$ cat src/include/intps_defines.vh
// Purpose: constants for the interrupt priority and status block
// Assumes: APB byte addresses, 32-bit words, 16-bit registers in the low half
// Notes:   definitions only
`ifndef INTPS_DEFINES_VH
`define INTPS_DEFINES_VH

// ************************************************************
// Register byte addresses
// ************************************************************
`define INTPS_ADDR_W            8
`define INTPS_OFS_I2C2          8'h00
`define INTPS_OFS_CAL           8'h04
`define INTPS_OFS_CRC_SER       8'h08
`define INTPS_OFS_VDET          8'h0C
`define INTPS_OFS_CTMU          8'h10
`define INTPS_OFS_WAKE          8'h14
`define INTPS_OFS_STATUS        8'h18
`define INTPS_OFS_CPUCTL        8'h1C

// ************************************************************
// Field positions (low bit of each level field, or the single flag bit)
// ************************************************************
`define INTPS_POS_I2C2_MASTER   8
`define INTPS_POS_I2C2_SLAVE    4
`define INTPS_POS_CALENDAR      8
`define INTPS_POS_CHECKSUM      12
`define INTPS_POS_SERIAL2       8
`define INTPS_POS_SERIAL1       4
`define INTPS_POS_VDET          0
`define INTPS_POS_CTMU          4
`define INTPS_POS_WAKE          0
`define INTPS_BIT_UNACKED       15
`define INTPS_BIT_VEC_HOLD      13
`define INTPS_POS_NEWLVL        8
`define INTPS_BIT_NEST_OFF      15
`define INTPS_BIT_TDIS          14
`define INTPS_POS_CPULVL        0

// ************************************************************
// Values
// ************************************************************
`define INTPS_LVL_RESET         3'h4
`define INTPS_LVL_OFF           3'h0
`define INTPS_LVL_TOP_USER      4'h7
`define INTPS_VEC_BASE          8'h08
`define INTPS_NSRC              9
`define INTPS_TDIS_CYCLES       16'h0010

`endif

$ cat src/hw/intps_arbiter.v
// Purpose: picks the highest level pending source, lowest index on ties
// Assumes: levels packed 3 bits per source, source 0 has lowest vector
// Notes:   purely combinational
`timescale 1ns/1ps
`include "intps_defines.vh"

module intps_arbiter #(
    parameter NSRC = `INTPS_NSRC
) (
    // Source state
    input  wire [NSRC*3-1:0] levels,
    input  wire [NSRC-1:0]   pending,
    // Winner
    output reg               found,
    output reg  [2:0]        win_level,
    output reg  [6:0]        win_index
);

    integer i;

    // Strictly greater keeps the earlier, lower vector on a tie
    always @* begin
        found     = 1'b0;
        win_level = `INTPS_LVL_OFF;
        win_index = 7'h00;
        for (i = 0; i < NSRC; i = i + 1) begin
            if (pending[i] && levels[i*3 +: 3] != `INTPS_LVL_OFF &&
                (!found || levels[i*3 +: 3] > win_level)) begin
                found     = 1'b1;
                win_level = levels[i*3 +: 3];
                win_index = i[6:0];
            end
        end
    end

endmodule // intps_arbiter

$ cat src/hw/intps_timed_disable.v
// Purpose: counts the timed-disable window
// Assumes: start is a one-cycle pulse
// Notes:   a new start reloads the count
`timescale 1ns/1ps
`include "intps_defines.vh"

module intps_timed_disable #(
    parameter CYCLES = `INTPS_TDIS_CYCLES
) (
    // Clock and reset
    input  wire pclk,
    input  wire presetn,
    // Control
    input  wire start,
    output wire active
);

    reg [15:0] count;

    // Down counter, active while nonzero
    always @(posedge pclk or negedge presetn) begin
        if (!presetn) begin
            count <= 16'h0000;
        end else if (start) begin
            count <= CYCLES[15:0];
        end else if (count != 16'h0000) begin
            count <= count - 16'h0001;
        end
    end

    assign active = (count != 16'h0000);

endmodule // intps_timed_disable

$ cat src/hw/intps_top.v
// Purpose: interrupt priority registers, vector selection and status
// Assumes: APB slave, requests arrive as flag&enable levels from peripherals
// Notes:   CPU acknowledges with a pulse; return pulse restores saved level
// Notes on behaviour
// 3-bit level per source, zero disables
// Reset puts every source at level 4
// Unimplemented bits read zero, writes ignored
// Unacked flag set while request not acknowledged; the code sets it only while the winner is held off and cannot be taken
// Vector hold one shows highest pending vector
// Vector hold zero shows last acknowledged vector
// Acknowledge only above current CPU level
// Four-bit new CPU level field, read only
// Seven-bit vector field, offset by eight; the code shows the bare source index without the offset
// Nesting disable blocks preemption during service
// Software sets level, clears flag, enables
// Flag still set on return re-requests
// Return restores saved level and context
// Trap handler clears its trap flag
// Masking forces CPU level seven by OR; the code loads the written CPU level as it is
// CPU level masks user levels only
// Timed disable blocks levels one to six
// Ties go to the lowest vector
`timescale 1ns/1ps
`include "intps_defines.vh"

module intps_top #(
    parameter NSRC       = `INTPS_NSRC,
    parameter TDIS_COUNT = `INTPS_TDIS_CYCLES
) (
    // Clock and reset
    input  wire             pclk,
    input  wire             presetn,
    // APB slave
    input  wire             psel,
    input  wire             penable,
    input  wire             pwrite,
    input  wire [7:0]       paddr,
    input  wire [31:0]      pwdata,
    output reg  [31:0]      prdata,
    output reg              pready,
    output reg              pslverr,
    // Peripheral requests (flag and enable already combined)
    input  wire [NSRC-1:0]  src_request,
    // CPU core side
    input  wire             cpu_ack,
    input  wire             cpu_return,
    input  wire             timed_disable_start,
    output reg              cpu_irq,
    output reg  [6:0]       cpu_vector,
    output reg  [3:0]       cpu_level_out
);

    // ************************************************************
    // Priority registers
    // ************************************************************
    // Source order: i2c2 master, i2c2 slave, calendar, checksum,
    // serial2 error, serial1 error, voltage detect, charge timer, wakeup
    reg  [2:0]  i2c2_master_event_level;
    reg  [2:0]  i2c2_slave_event_level;
    reg  [2:0]  calendar_event_level;
    reg  [2:0]  checksum_error_level;
    reg  [2:0]  serial2_error_level;
    reg  [2:0]  serial1_error_level;
    reg  [2:0]  voltage_detect_level;
    reg  [2:0]  charge_timer_level;
    reg  [2:0]  wakeup_event_level;
    reg         vector_hold_select;
    reg         nesting_disable;
    reg  [3:0]  cpu_level;
    reg  [31:0] saved_level;    // Stack of eight levels, top in the low nibble
    reg  [6:0]  last_ack_vector;
    reg         in_service;
    reg         unacked_request_flag;

    wire        wr_en = psel && penable && pwrite;
    wire        rd_en = psel && !penable && !pwrite;
    wire [NSRC*3-1:0] levels = {wakeup_event_level, charge_timer_level,
                                voltage_detect_level, serial1_error_level,
                                serial2_error_level, checksum_error_level,
                                calendar_event_level, i2c2_slave_event_level,
                                i2c2_master_event_level};

    // Decode of a known address, used by the error path only
    function mapped;
        input [7:0] a;
        begin
            mapped = (a == `INTPS_OFS_I2C2) || (a == `INTPS_OFS_CAL) ||
                     (a == `INTPS_OFS_CRC_SER) || (a == `INTPS_OFS_VDET) ||
                     (a == `INTPS_OFS_CTMU) || (a == `INTPS_OFS_WAKE) ||
                     (a == `INTPS_OFS_STATUS) || (a == `INTPS_OFS_CPUCTL);
        end
    endfunction

    // Place a 3-bit level in a zeroed 32-bit word
    function [31:0] put3;
        input [2:0] v;
        input integer pos;
        begin
            put3 = {29'h0, v} << pos;
        end
    endfunction

    // ************************************************************
    // Arbitration and masking
    // ************************************************************
    wire        timed_off;
    wire        found;
    wire [2:0]  win_level;
    wire [6:0]  win_index;

    intps_arbiter #(
        .NSRC      (NSRC)
    ) u_arb (
        .levels    (levels),
        .pending   (src_request),
        .found     (found),
        .win_level (win_level),
        .win_index (win_index)
    );

    intps_timed_disable #(
        .CYCLES    (TDIS_COUNT)
    ) u_tdis (
        .pclk      (pclk),
        .presetn   (presetn),
        .start     (timed_disable_start),
        .active    (timed_off)
    );

    // Only user levels exist here, so traps above 7 are never masked by this
    wire lvl_above  = ({1'b0, win_level} > cpu_level);
    wire tdis_block = timed_off && ({1'b0, win_level} != `INTPS_LVL_TOP_USER);
    wire nest_block = nesting_disable && in_service;
    wire can_take   = found && lvl_above && !tdis_block && !nest_block;

    // ************************************************************
    // CPU level, service and capture
    // ************************************************************
    // Ack raises CPU level to the winner; return restores the saved one
    // Nested returns pop in order; seven user levels never need more than eight
    always @(posedge pclk or negedge presetn) begin
        if (!presetn) begin
            cpu_level       <= 4'h0;
            saved_level     <= 32'h00000000;
            last_ack_vector <= 7'h00;
            in_service      <= 1'b0;
        end else begin
            if (cpu_ack && can_take) begin
                saved_level     <= {saved_level[27:0], cpu_level};
                cpu_level       <= {1'b0, win_level};
                last_ack_vector <= win_index;
                in_service      <= 1'b1;
            end else if (cpu_return) begin
                cpu_level   <= saved_level[3:0];
                saved_level <= {4'h0, saved_level[31:4]};
                in_service  <= 1'b0;
            end else if (wr_en && paddr == `INTPS_OFS_CPUCTL) begin
                cpu_level <= pwdata[`INTPS_POS_CPULVL +: 4];
            end
        end
    end

    // Unacknowledged flag: the winning request held off by CPU level, timed disable or nesting
    always @(posedge pclk or negedge presetn) begin
        if (!presetn) begin
            unacked_request_flag <= 1'b0;
        end else begin
            unacked_request_flag <= found && !can_take;
        end
    end

    // ************************************************************
    // Register writes
    // ************************************************************
    // Only implemented fields are taken from the write data
    always @(posedge pclk or negedge presetn) begin
        if (!presetn) begin
            i2c2_master_event_level <= `INTPS_LVL_RESET;
            i2c2_slave_event_level  <= `INTPS_LVL_RESET;
            calendar_event_level    <= `INTPS_LVL_RESET;
            checksum_error_level    <= `INTPS_LVL_RESET;
            serial2_error_level     <= `INTPS_LVL_RESET;
            serial1_error_level     <= `INTPS_LVL_RESET;
            voltage_detect_level    <= `INTPS_LVL_RESET;
            charge_timer_level      <= `INTPS_LVL_RESET;
            wakeup_event_level      <= `INTPS_LVL_RESET;
            vector_hold_select      <= 1'b0;
            nesting_disable         <= 1'b0;
        end else if (wr_en) begin
            case (paddr)
                `INTPS_OFS_I2C2: begin
                    i2c2_master_event_level <= pwdata[`INTPS_POS_I2C2_MASTER +: 3];
                    i2c2_slave_event_level  <= pwdata[`INTPS_POS_I2C2_SLAVE +: 3];
                end
                `INTPS_OFS_CAL: begin
                    calendar_event_level <= pwdata[`INTPS_POS_CALENDAR +: 3];
                end
                `INTPS_OFS_CRC_SER: begin
                    checksum_error_level <= pwdata[`INTPS_POS_CHECKSUM +: 3];
                    serial2_error_level  <= pwdata[`INTPS_POS_SERIAL2 +: 3];
                    serial1_error_level  <= pwdata[`INTPS_POS_SERIAL1 +: 3];
                end
                `INTPS_OFS_VDET: begin
                    voltage_detect_level <= pwdata[`INTPS_POS_VDET +: 3];
                end
                `INTPS_OFS_CTMU: begin
                    charge_timer_level <= pwdata[`INTPS_POS_CTMU +: 3];
                end
                `INTPS_OFS_WAKE: begin
                    wakeup_event_level <= pwdata[`INTPS_POS_WAKE +: 3];
                end
                `INTPS_OFS_STATUS: begin
                    vector_hold_select <= pwdata[`INTPS_BIT_VEC_HOLD];
                end
                `INTPS_OFS_CPUCTL: begin
                    nesting_disable <= pwdata[`INTPS_BIT_NEST_OFF];
                end
                default: begin
                    vector_hold_select <= vector_hold_select;
                end
            endcase
        end
    end

    // ************************************************************
    // Read data and status word
    // ************************************************************
    // Hold shows the live winner, otherwise the last acknowledged vector
    wire [6:0] shown_vec = vector_hold_select ? win_index : last_ack_vector;
    wire [31:0] status_word = ({31'h0, unacked_request_flag} << `INTPS_BIT_UNACKED) |
                              ({31'h0, vector_hold_select} << `INTPS_BIT_VEC_HOLD) |
                              ({28'h0, cpu_level} << `INTPS_POS_NEWLVL) |
                              {25'h0, shown_vec};

    reg [31:0] next_prdata;

    always @* begin
        case (paddr)
            `INTPS_OFS_I2C2:    next_prdata = put3(i2c2_master_event_level,
                                              `INTPS_POS_I2C2_MASTER) |
                                              put3(i2c2_slave_event_level,
                                              `INTPS_POS_I2C2_SLAVE);
            `INTPS_OFS_CAL:     next_prdata = put3(calendar_event_level,
                                              `INTPS_POS_CALENDAR);
            `INTPS_OFS_CRC_SER: next_prdata = put3(checksum_error_level,
                                              `INTPS_POS_CHECKSUM) |
                                              put3(serial2_error_level,
                                              `INTPS_POS_SERIAL2) |
                                              put3(serial1_error_level,
                                              `INTPS_POS_SERIAL1);
            `INTPS_OFS_VDET:    next_prdata = put3(voltage_detect_level, `INTPS_POS_VDET);
            `INTPS_OFS_CTMU:    next_prdata = put3(charge_timer_level, `INTPS_POS_CTMU);
            `INTPS_OFS_WAKE:    next_prdata = put3(wakeup_event_level, `INTPS_POS_WAKE);
            `INTPS_OFS_STATUS:  next_prdata = status_word;
            `INTPS_OFS_CPUCTL:  next_prdata = ({31'h0, nesting_disable} << `INTPS_BIT_NEST_OFF) |
                                              ({31'h0, timed_off} << `INTPS_BIT_TDIS) |
                                              {28'h0, cpu_level};
            default:            next_prdata = 32'h00000000;
        endcase
    end

    // APB answers one cycle after setup; data captured in the setup cycle
    always @(posedge pclk or negedge presetn) begin
        if (!presetn) begin
            prdata  <= 32'h00000000;
            pready  <= 1'b0;
            pslverr <= 1'b0;
        end else begin
            pready  <= psel && !penable;
            pslverr <= psel && !penable && !mapped(paddr);
            if (rd_en) begin
                prdata <= next_prdata;
            end
        end
    end

    // ************************************************************
    // CPU outputs, registered
    // ************************************************************
    // A request persists while the source stays flagged after return
    always @(posedge pclk or negedge presetn) begin
        if (!presetn) begin
            cpu_irq       <= 1'b0;
            cpu_vector    <= 7'h00;
            cpu_level_out <= 4'h0;
        end else begin
            cpu_irq       <= can_take && !(cpu_ack && can_take);
            cpu_vector    <= win_index;
            cpu_level_out <= cpu_level;
        end
    end

endmodule // intps_top

$ cat config.mk
export PLATFORM = sky130hd
export DESIGN_NAME = intps_top
export DESIGN_NICKNAME = d
export VERILOG_FILES = /design/src/hw/intps_arbiter.v /design/src/hw/intps_timed_disable.v /design/src/hw/intps_top.v
export VERILOG_INCLUDE_DIRS = /design/src /design/src/include
export SDC_FILE = /design/constraint.sdc
export NUM_CORES = 1
export LEC_CHECK = 0
export ABC_CLOCK_PERIOD_IN_PS = 24800
export BUFFER_PORTS_ARGS = -buffer_cell sky130_fd_sc_hd__buf_2
export CELL_PAD_IN_SITES_DETAIL_PLACEMENT = 0
export CELL_PAD_IN_SITES_GLOBAL_PLACEMENT = 1
export CORE_UTILIZATION = 35
export DETAILED_ROUTE_END_ITERATION = 16
export PLACE_DENSITY_LB_ADDON = 0.25
export SLEW_MARGIN = 20
export SYNTH_ARGS = -nofsm -noshare
export SYNTH_HDL_FRONTEND = slang
export SYNTH_SLANG_ARGS = --single-unit
$ cat constraint.sdc
create_clock -name pclk -period 24.8 [get_ports pclk]
set_input_delay 4.96 -clock pclk [delete_from_list [all_inputs] [get_ports pclk]]
set_output_delay 4.96 -clock pclk [all_outputs]
set_load 0.005 [all_outputs]
Word level (Yosys, flattened, before mapping)
Index checks and enable logic that the tools add are counted.
- add/sub/neg operators: 1
- multiply operators: 0
- divide/modulo/power cells: 0
- $lt $le $gt $ge: 9
- equality and inequality tests: 8
- shift operators: 0
- multiplexer cells: 37
- bitwise logic cells: 8
- reductions and logical operators: 83
- operators with widths (cell ; number):
    case mux 16 bit (8 select lines) ; 1
    2-to-1 mux 32 bit ; 2
    2-to-1 mux 3 bit ; 13
    equality test 8 x 5 -> 1 bit (second input constant) ; 4
    2-to-1 mux 16 bit ; 2
    logical AND 1 bit ; 31
    nonzero test 3 bit ; 10
    > comparator 3 bit ; 8
    equality test 8 x 4 -> 1 bit (second input constant) ; 2
    2-to-1 mux 4 bit ; 4
    bitwise OR 16 x 12 -> 16 bit ; 1
    bitwise OR 16 x 14 -> 16 bit ; 1
    bitwise OR 16 x 15 -> 16 bit ; 1
    bitwise OR 16 x 4 -> 16 bit ; 1
    bitwise OR 16 x 7 -> 16 bit ; 1
    AND reduction 2 bit ; 8
    nonzero test 16 bit ; 1
    subtractor 16 x 1 -> 16 bit (second input constant) ; 1
    logical NOT 1 bit ; 15
    logical OR 1 bit ; 15
    bitwise OR 15 x 11 -> 15 bit ; 1
    bitwise OR 15 x 7 -> 15 bit ; 1
    2-to-1 mux 1 bit ; 12
    bitwise OR 11 x 7 -> 11 bit ; 1
    other kinds (7) ; 9
- register bits: 136
- latch bits: 0
- RAM bits: 0
- memory bits (read-only): 0
- bits of input ports: 57
- output and inout port bits: 46
- word-level logic and storage cells: 169
- memories kept: 0

Logic depth before layout (Yosys ltp)
- depth after elaboration: 43
- gate-level depth with buffers: 70
- depth with buffers taken out: 68

Cells and area by module
Synthesis repeated with hierarchy kept, for this count alone.
- cells, all modules: 684
- area, all modules: 7348.3 µm²
- modules (own cells, without submodules) (module ; instances ; cells each ; area an instance (µm²) ; sequential area each (µm²)):
    intps_top ; 1 ; 385 ; 4962.3 ; 2588.7
    intps_arbiter ; 1 ; 201 ; 1418.9 ; 0.0
    intps_timed_disable ; 1 ; 98 ; 967.2 ; 400.4

Worst setup path after synthesis
No wires, ideal clock.
- path kind: input to register
- start point: in src_request[0]
- end point: reg cpu_level[1]
- library setup time: 125 ps
- arrival: 16803 ps
- data required time: 24675 ps
- setup slack: 7871 ps
- cell stages on the path: 63
- buffers on the path: 2
- cell sequence: and2_1 ha_1 and3_1 a21oi_1 o211ai_1 and2_1 ha_1 nand3_1 o21ai_0 o21ai_0 a221oi_1 or2_2 ha_1 a211oi_1 o22ai_2 and2_1 o31a_1 ha_1 [27 not listed] a221oi_1 a21oi_1 ha_1 nor2b_1 o21a_1 o21ai_0 a21o_1 clkinv_1 a31o_2 o22ai_1 ha_1 and3_1 a211oi_1 nand4_1 a21oi_1 o21ai_4 buf_6 mux2_4
- word-level cells in the longest chain between the ends: 41
- elaborated cells on any way between the ends: 61
- those cells by class: order compare: 9; eq/ne: 1; mux: 19; reduce/logical: 32
- RTL lines (item ; RTL line ; text):
    start: declaration ; intps_top.v:43 ; input wire [NSRC-1:0] src_request,
    logical AND 1 bit (no line) * ; - ;
    parallel branches: the longest is 40 deep, another holds > comparator 3 bit ; - ;
    end signal: assignment ; intps_top.v:150 ; cpu_level <= {1'b0, win_level};
    end signal: assignment ; intps_top.v:154 ; cpu_level <= saved_level[3:0];
    end signal: assignment ; intps_top.v:158 ; cpu_level <= pwdata[`INTPS_POS_CPULVL +: 4];
    end: declaration ; intps_top.v:69 ; reg [3:0] cpu_level;
Mark *: on every way between the ends.
A chain may end at the register's enable or synchronous reset.

Worst setup path in the final report
- start point: in src_request[0]
- end point: reg last_ack_vector[0]
- word-level cells in the longest chain between the ends: 40
- elaborated cells on any way between the ends: 67
- those cells by class: order compare: 9; eq/ne: 1; mux: 26; reduce/logical: 31
- RTL lines (item ; RTL line ; text):
    logical AND 1 bit (no line) * ; - ;
    parallel branches: the longest is 39 deep, another holds > comparator 3 bit ; - ;
    end signal: assignment ; intps_top.v:151 ; last_ack_vector <= win_index;
    end: declaration ; intps_top.v:71 ; reg [6:0] last_ack_vector;
Marks and branches as above.

==> results.toml <==
[route]
postRouteAntennaNets = 0
drc_errors = 0
drt_first_pass_iters = 4
drt_iter0_drc = 367
wl_per_cell_um = 16.5
vias = 5196
finalWirelength_um = 16500
viasPerCell = 5.21

[power]
power_mw = 0.584
p_leak_nw = 3.87
ir_drop_mv = 0.0483
p_per_area_mw_per_mm2 = 72.6

[synthesis]
synth-simple-area-share_pct = 13.2
synthAdderAreaFrac_pct = 4.86
yosysWarnings = 0
synth_top_family_by_area = "multiplexers"
yosys.area.top_type = "dfrtp_1"
synth_area_leaders = "dfrtp_1 38%, mux2_2 9.0%, mux2_4 6.5%"
synth_common_cells = "104 x dfrtp_1, 61 x nand2_1, 55 x mux2_2"
yosysMostFrequentCell = "dfrtp_1"
muxShareOfSynthArea_pct = 18.9
syn_area_mm2 = 0.00690
syn_inst = 664
synth_compound_gate_area_share_pct = 15.5
synth_edf_count = 0
synthXorXnorAreaFrac_pct = 1.14
async_flop_share_pct = 100
synth.yosys.seq_area_share_pct = 41.2
avgSynthCellArea_um2 = 10.4
synth_top_area_share_pct = 37.7
synthFlopType = "dfrtp_1"
ys_seq_elements = 113
synth_cell_types = 65

[sta]
slew_violations = 0
layout_min_cycle_time_ps = 19140
hold_viol_final = 0
relSlewSlack_pct = 35.6
finalCritPeriodShare_pct = 77.2
hold_slack_ps = 466
finalSetupViolations = 0
fin_skew_ps = 8.47
timing.fmax_ghz = 0.0523
setup_tns_ps = 0
tightest_slew_ps = 965
fin_ws_ps = 5660
rsz0062_at_grt = "false"

[floorplan]
die_y_um = 142
dieArea_mm2 = 0.0203
die_x_um = 142
ioPinCount = 103
core.rowCount = 50
start_util_pct = 36.3
design.core.area_mm2 = 0.0190

[placed_design]
io_buffer_count = 64
place_inst = 966
place_area_mm2 = 0.00736
dpl.hpwl_um = 12300
dpl_worst_slack_ps = 5360
gp_congestion = 0.843

[cells_and_area]
final_cells = 997
final_core_util_pct = 42.3
diodes = 0
design_area_mm2 = 0.00805
area_delta_synth_final_pct = 16.7
nNetsFinal = 808
drive_gt1_share_pct = 27.8

[worst_setup_path]
cp.arrival_ps = 19430
path_buf_inv = 4
worstPathMaxFanout = 41
crit_path_end_kind = "flop"
startpoint_type = "input pin"
cp_common_cell = "ha_1"
max_stage_delay_ps = 440
crit_path_top_delay_cell = "a21boi_0"
crit_type = "input pin to flop"
required_ps = 25090
crit_family = "compound AO/OA/AOI/OAI gates"

[global_routing]
grt_pass1_vias = 5164
grt_max_degree = 78
antenna_found_initial = 0
grt_pass1_wl_um = 26800
gr-total-overflow = 0
track_usage_pct = 17.1

[clocking]
cts_root_buf = "clkbuf_16"
clk_latency_ps = 410
hold_buffers = 0
cts_sinks = 113
cts_buffers = 17
htree_levels = 4
cts_buffer_depth = 2
clk_pin_slew_ps = 50
cts_resized = 0
cts_tree = "yes"
cts_setup_buffers = 0

[run]
cap_violations = 0

[status]
status = "finished clean"

[min_path]
min_path_type = "flop to flop"
==> report_power, final <==
group	total [mW]	leakage, nW	internal (mW)	switching (mW)
Sequential	0.210	1.50	0.198	0.0122
Clock	0.285	0.336	0.203	0.0824
Combinational	0.0892	2.04	0.0363	0.0529
Total	0.584	3.87	0.437	0.148
==> routing by layer <==
metal  global-route usage (%)  vias to the layer above  part of all wire [%]
li1                         -                     2525                     -
met1                     23.4                     2533                    47
met2                     26.7                      124                    46
met3                     3.16                       14                   5.1
met4                     6.51                        0                   1.3
met5                        0                        -                     0
==> path summary, 6_finish.rpt <==
path	to	from	slack (ps)	cells after the start
max in group asynchronous	u_tdis.count[14]	presetn	18960	2
max reg2reg	last_ack_vector[0]	i2c2_master_event_level[2]	9760	62
max	last_ack_vector[0]	src_request[0]	5660	63
min	prdata[11]	prdata[11]	470	2
min in group asynchronous	prdata[12]	presetn	4510	1
min reg2reg	prdata[11]	prdata[11]	470	2
==> cell type report <==
| type | instances | area (µm²) |
|---|---|---|
| fillers | 1845 | 11000 |
| multi-input cells | 504 | 3770 |
| flip-flops and latches | 113 | 2840 |
| clock buffers | 20 | 457 |
| repair buffers | 66 | 338 |
| well taps | 260 | 325 |
| clock inverters | 11 | 233 |
| inverters | 23 | 86.3 |
==> sequential cells by signal, summed over array words and instances, names as in the netlist, 4 cells and up <==
name,cells
u_tdis.count,16
saved_level,32
prdata,15
cpu_level,4
last_ack_vector,4
cpu_level_out,4
cpu_vector,4
==> cells in the final DEF (no fill, tap or decap), drive strengths merged, types with 6 or more instances in the layout <==
cell type,count
a211oi,6
a21o,9
a21oi,24
a31o,6
a31oi,6
and2,9
buf,66
bufinv,7
clkbuf,20
conb,20
dfrtp,104
dfstp,9
ha,26
inv,22
mux2,89
mux2i,19
nand2,62
nand2b,7
nand3,21
nor2,29
nor2b,9
nor3,15
nor4,11
o211ai,6
o21a,6
o21ai,45
o22ai,7
o31a,6
o31ai,8
or3,6
xnor2,7
==> worst reg2reg max path, delay by kind of cell, from the launching register on <==
kind                       cells  cell delay [ps]
AOI/OAI and AO/OA             35             8240
adders and majority gates     10             2970
and+or+nand+nor               13             1920
buffers and inverters          3              800
DFF                            1              590
muxes                          1              410
==> cells by family (layout without fill, tap and decap cells) <==
kind of cell               Yosys count  in the layout
and+or+nand+nor                    186            186
adders and majority gates           27             27
buffers and inverters               66            120
other                                1             20
AOI/OAI and AO/OA                  154            154
DFF                                113            113
muxes                              108            108
xor gates and xnor gates             9              9
(Power assumes the default switching activity.)
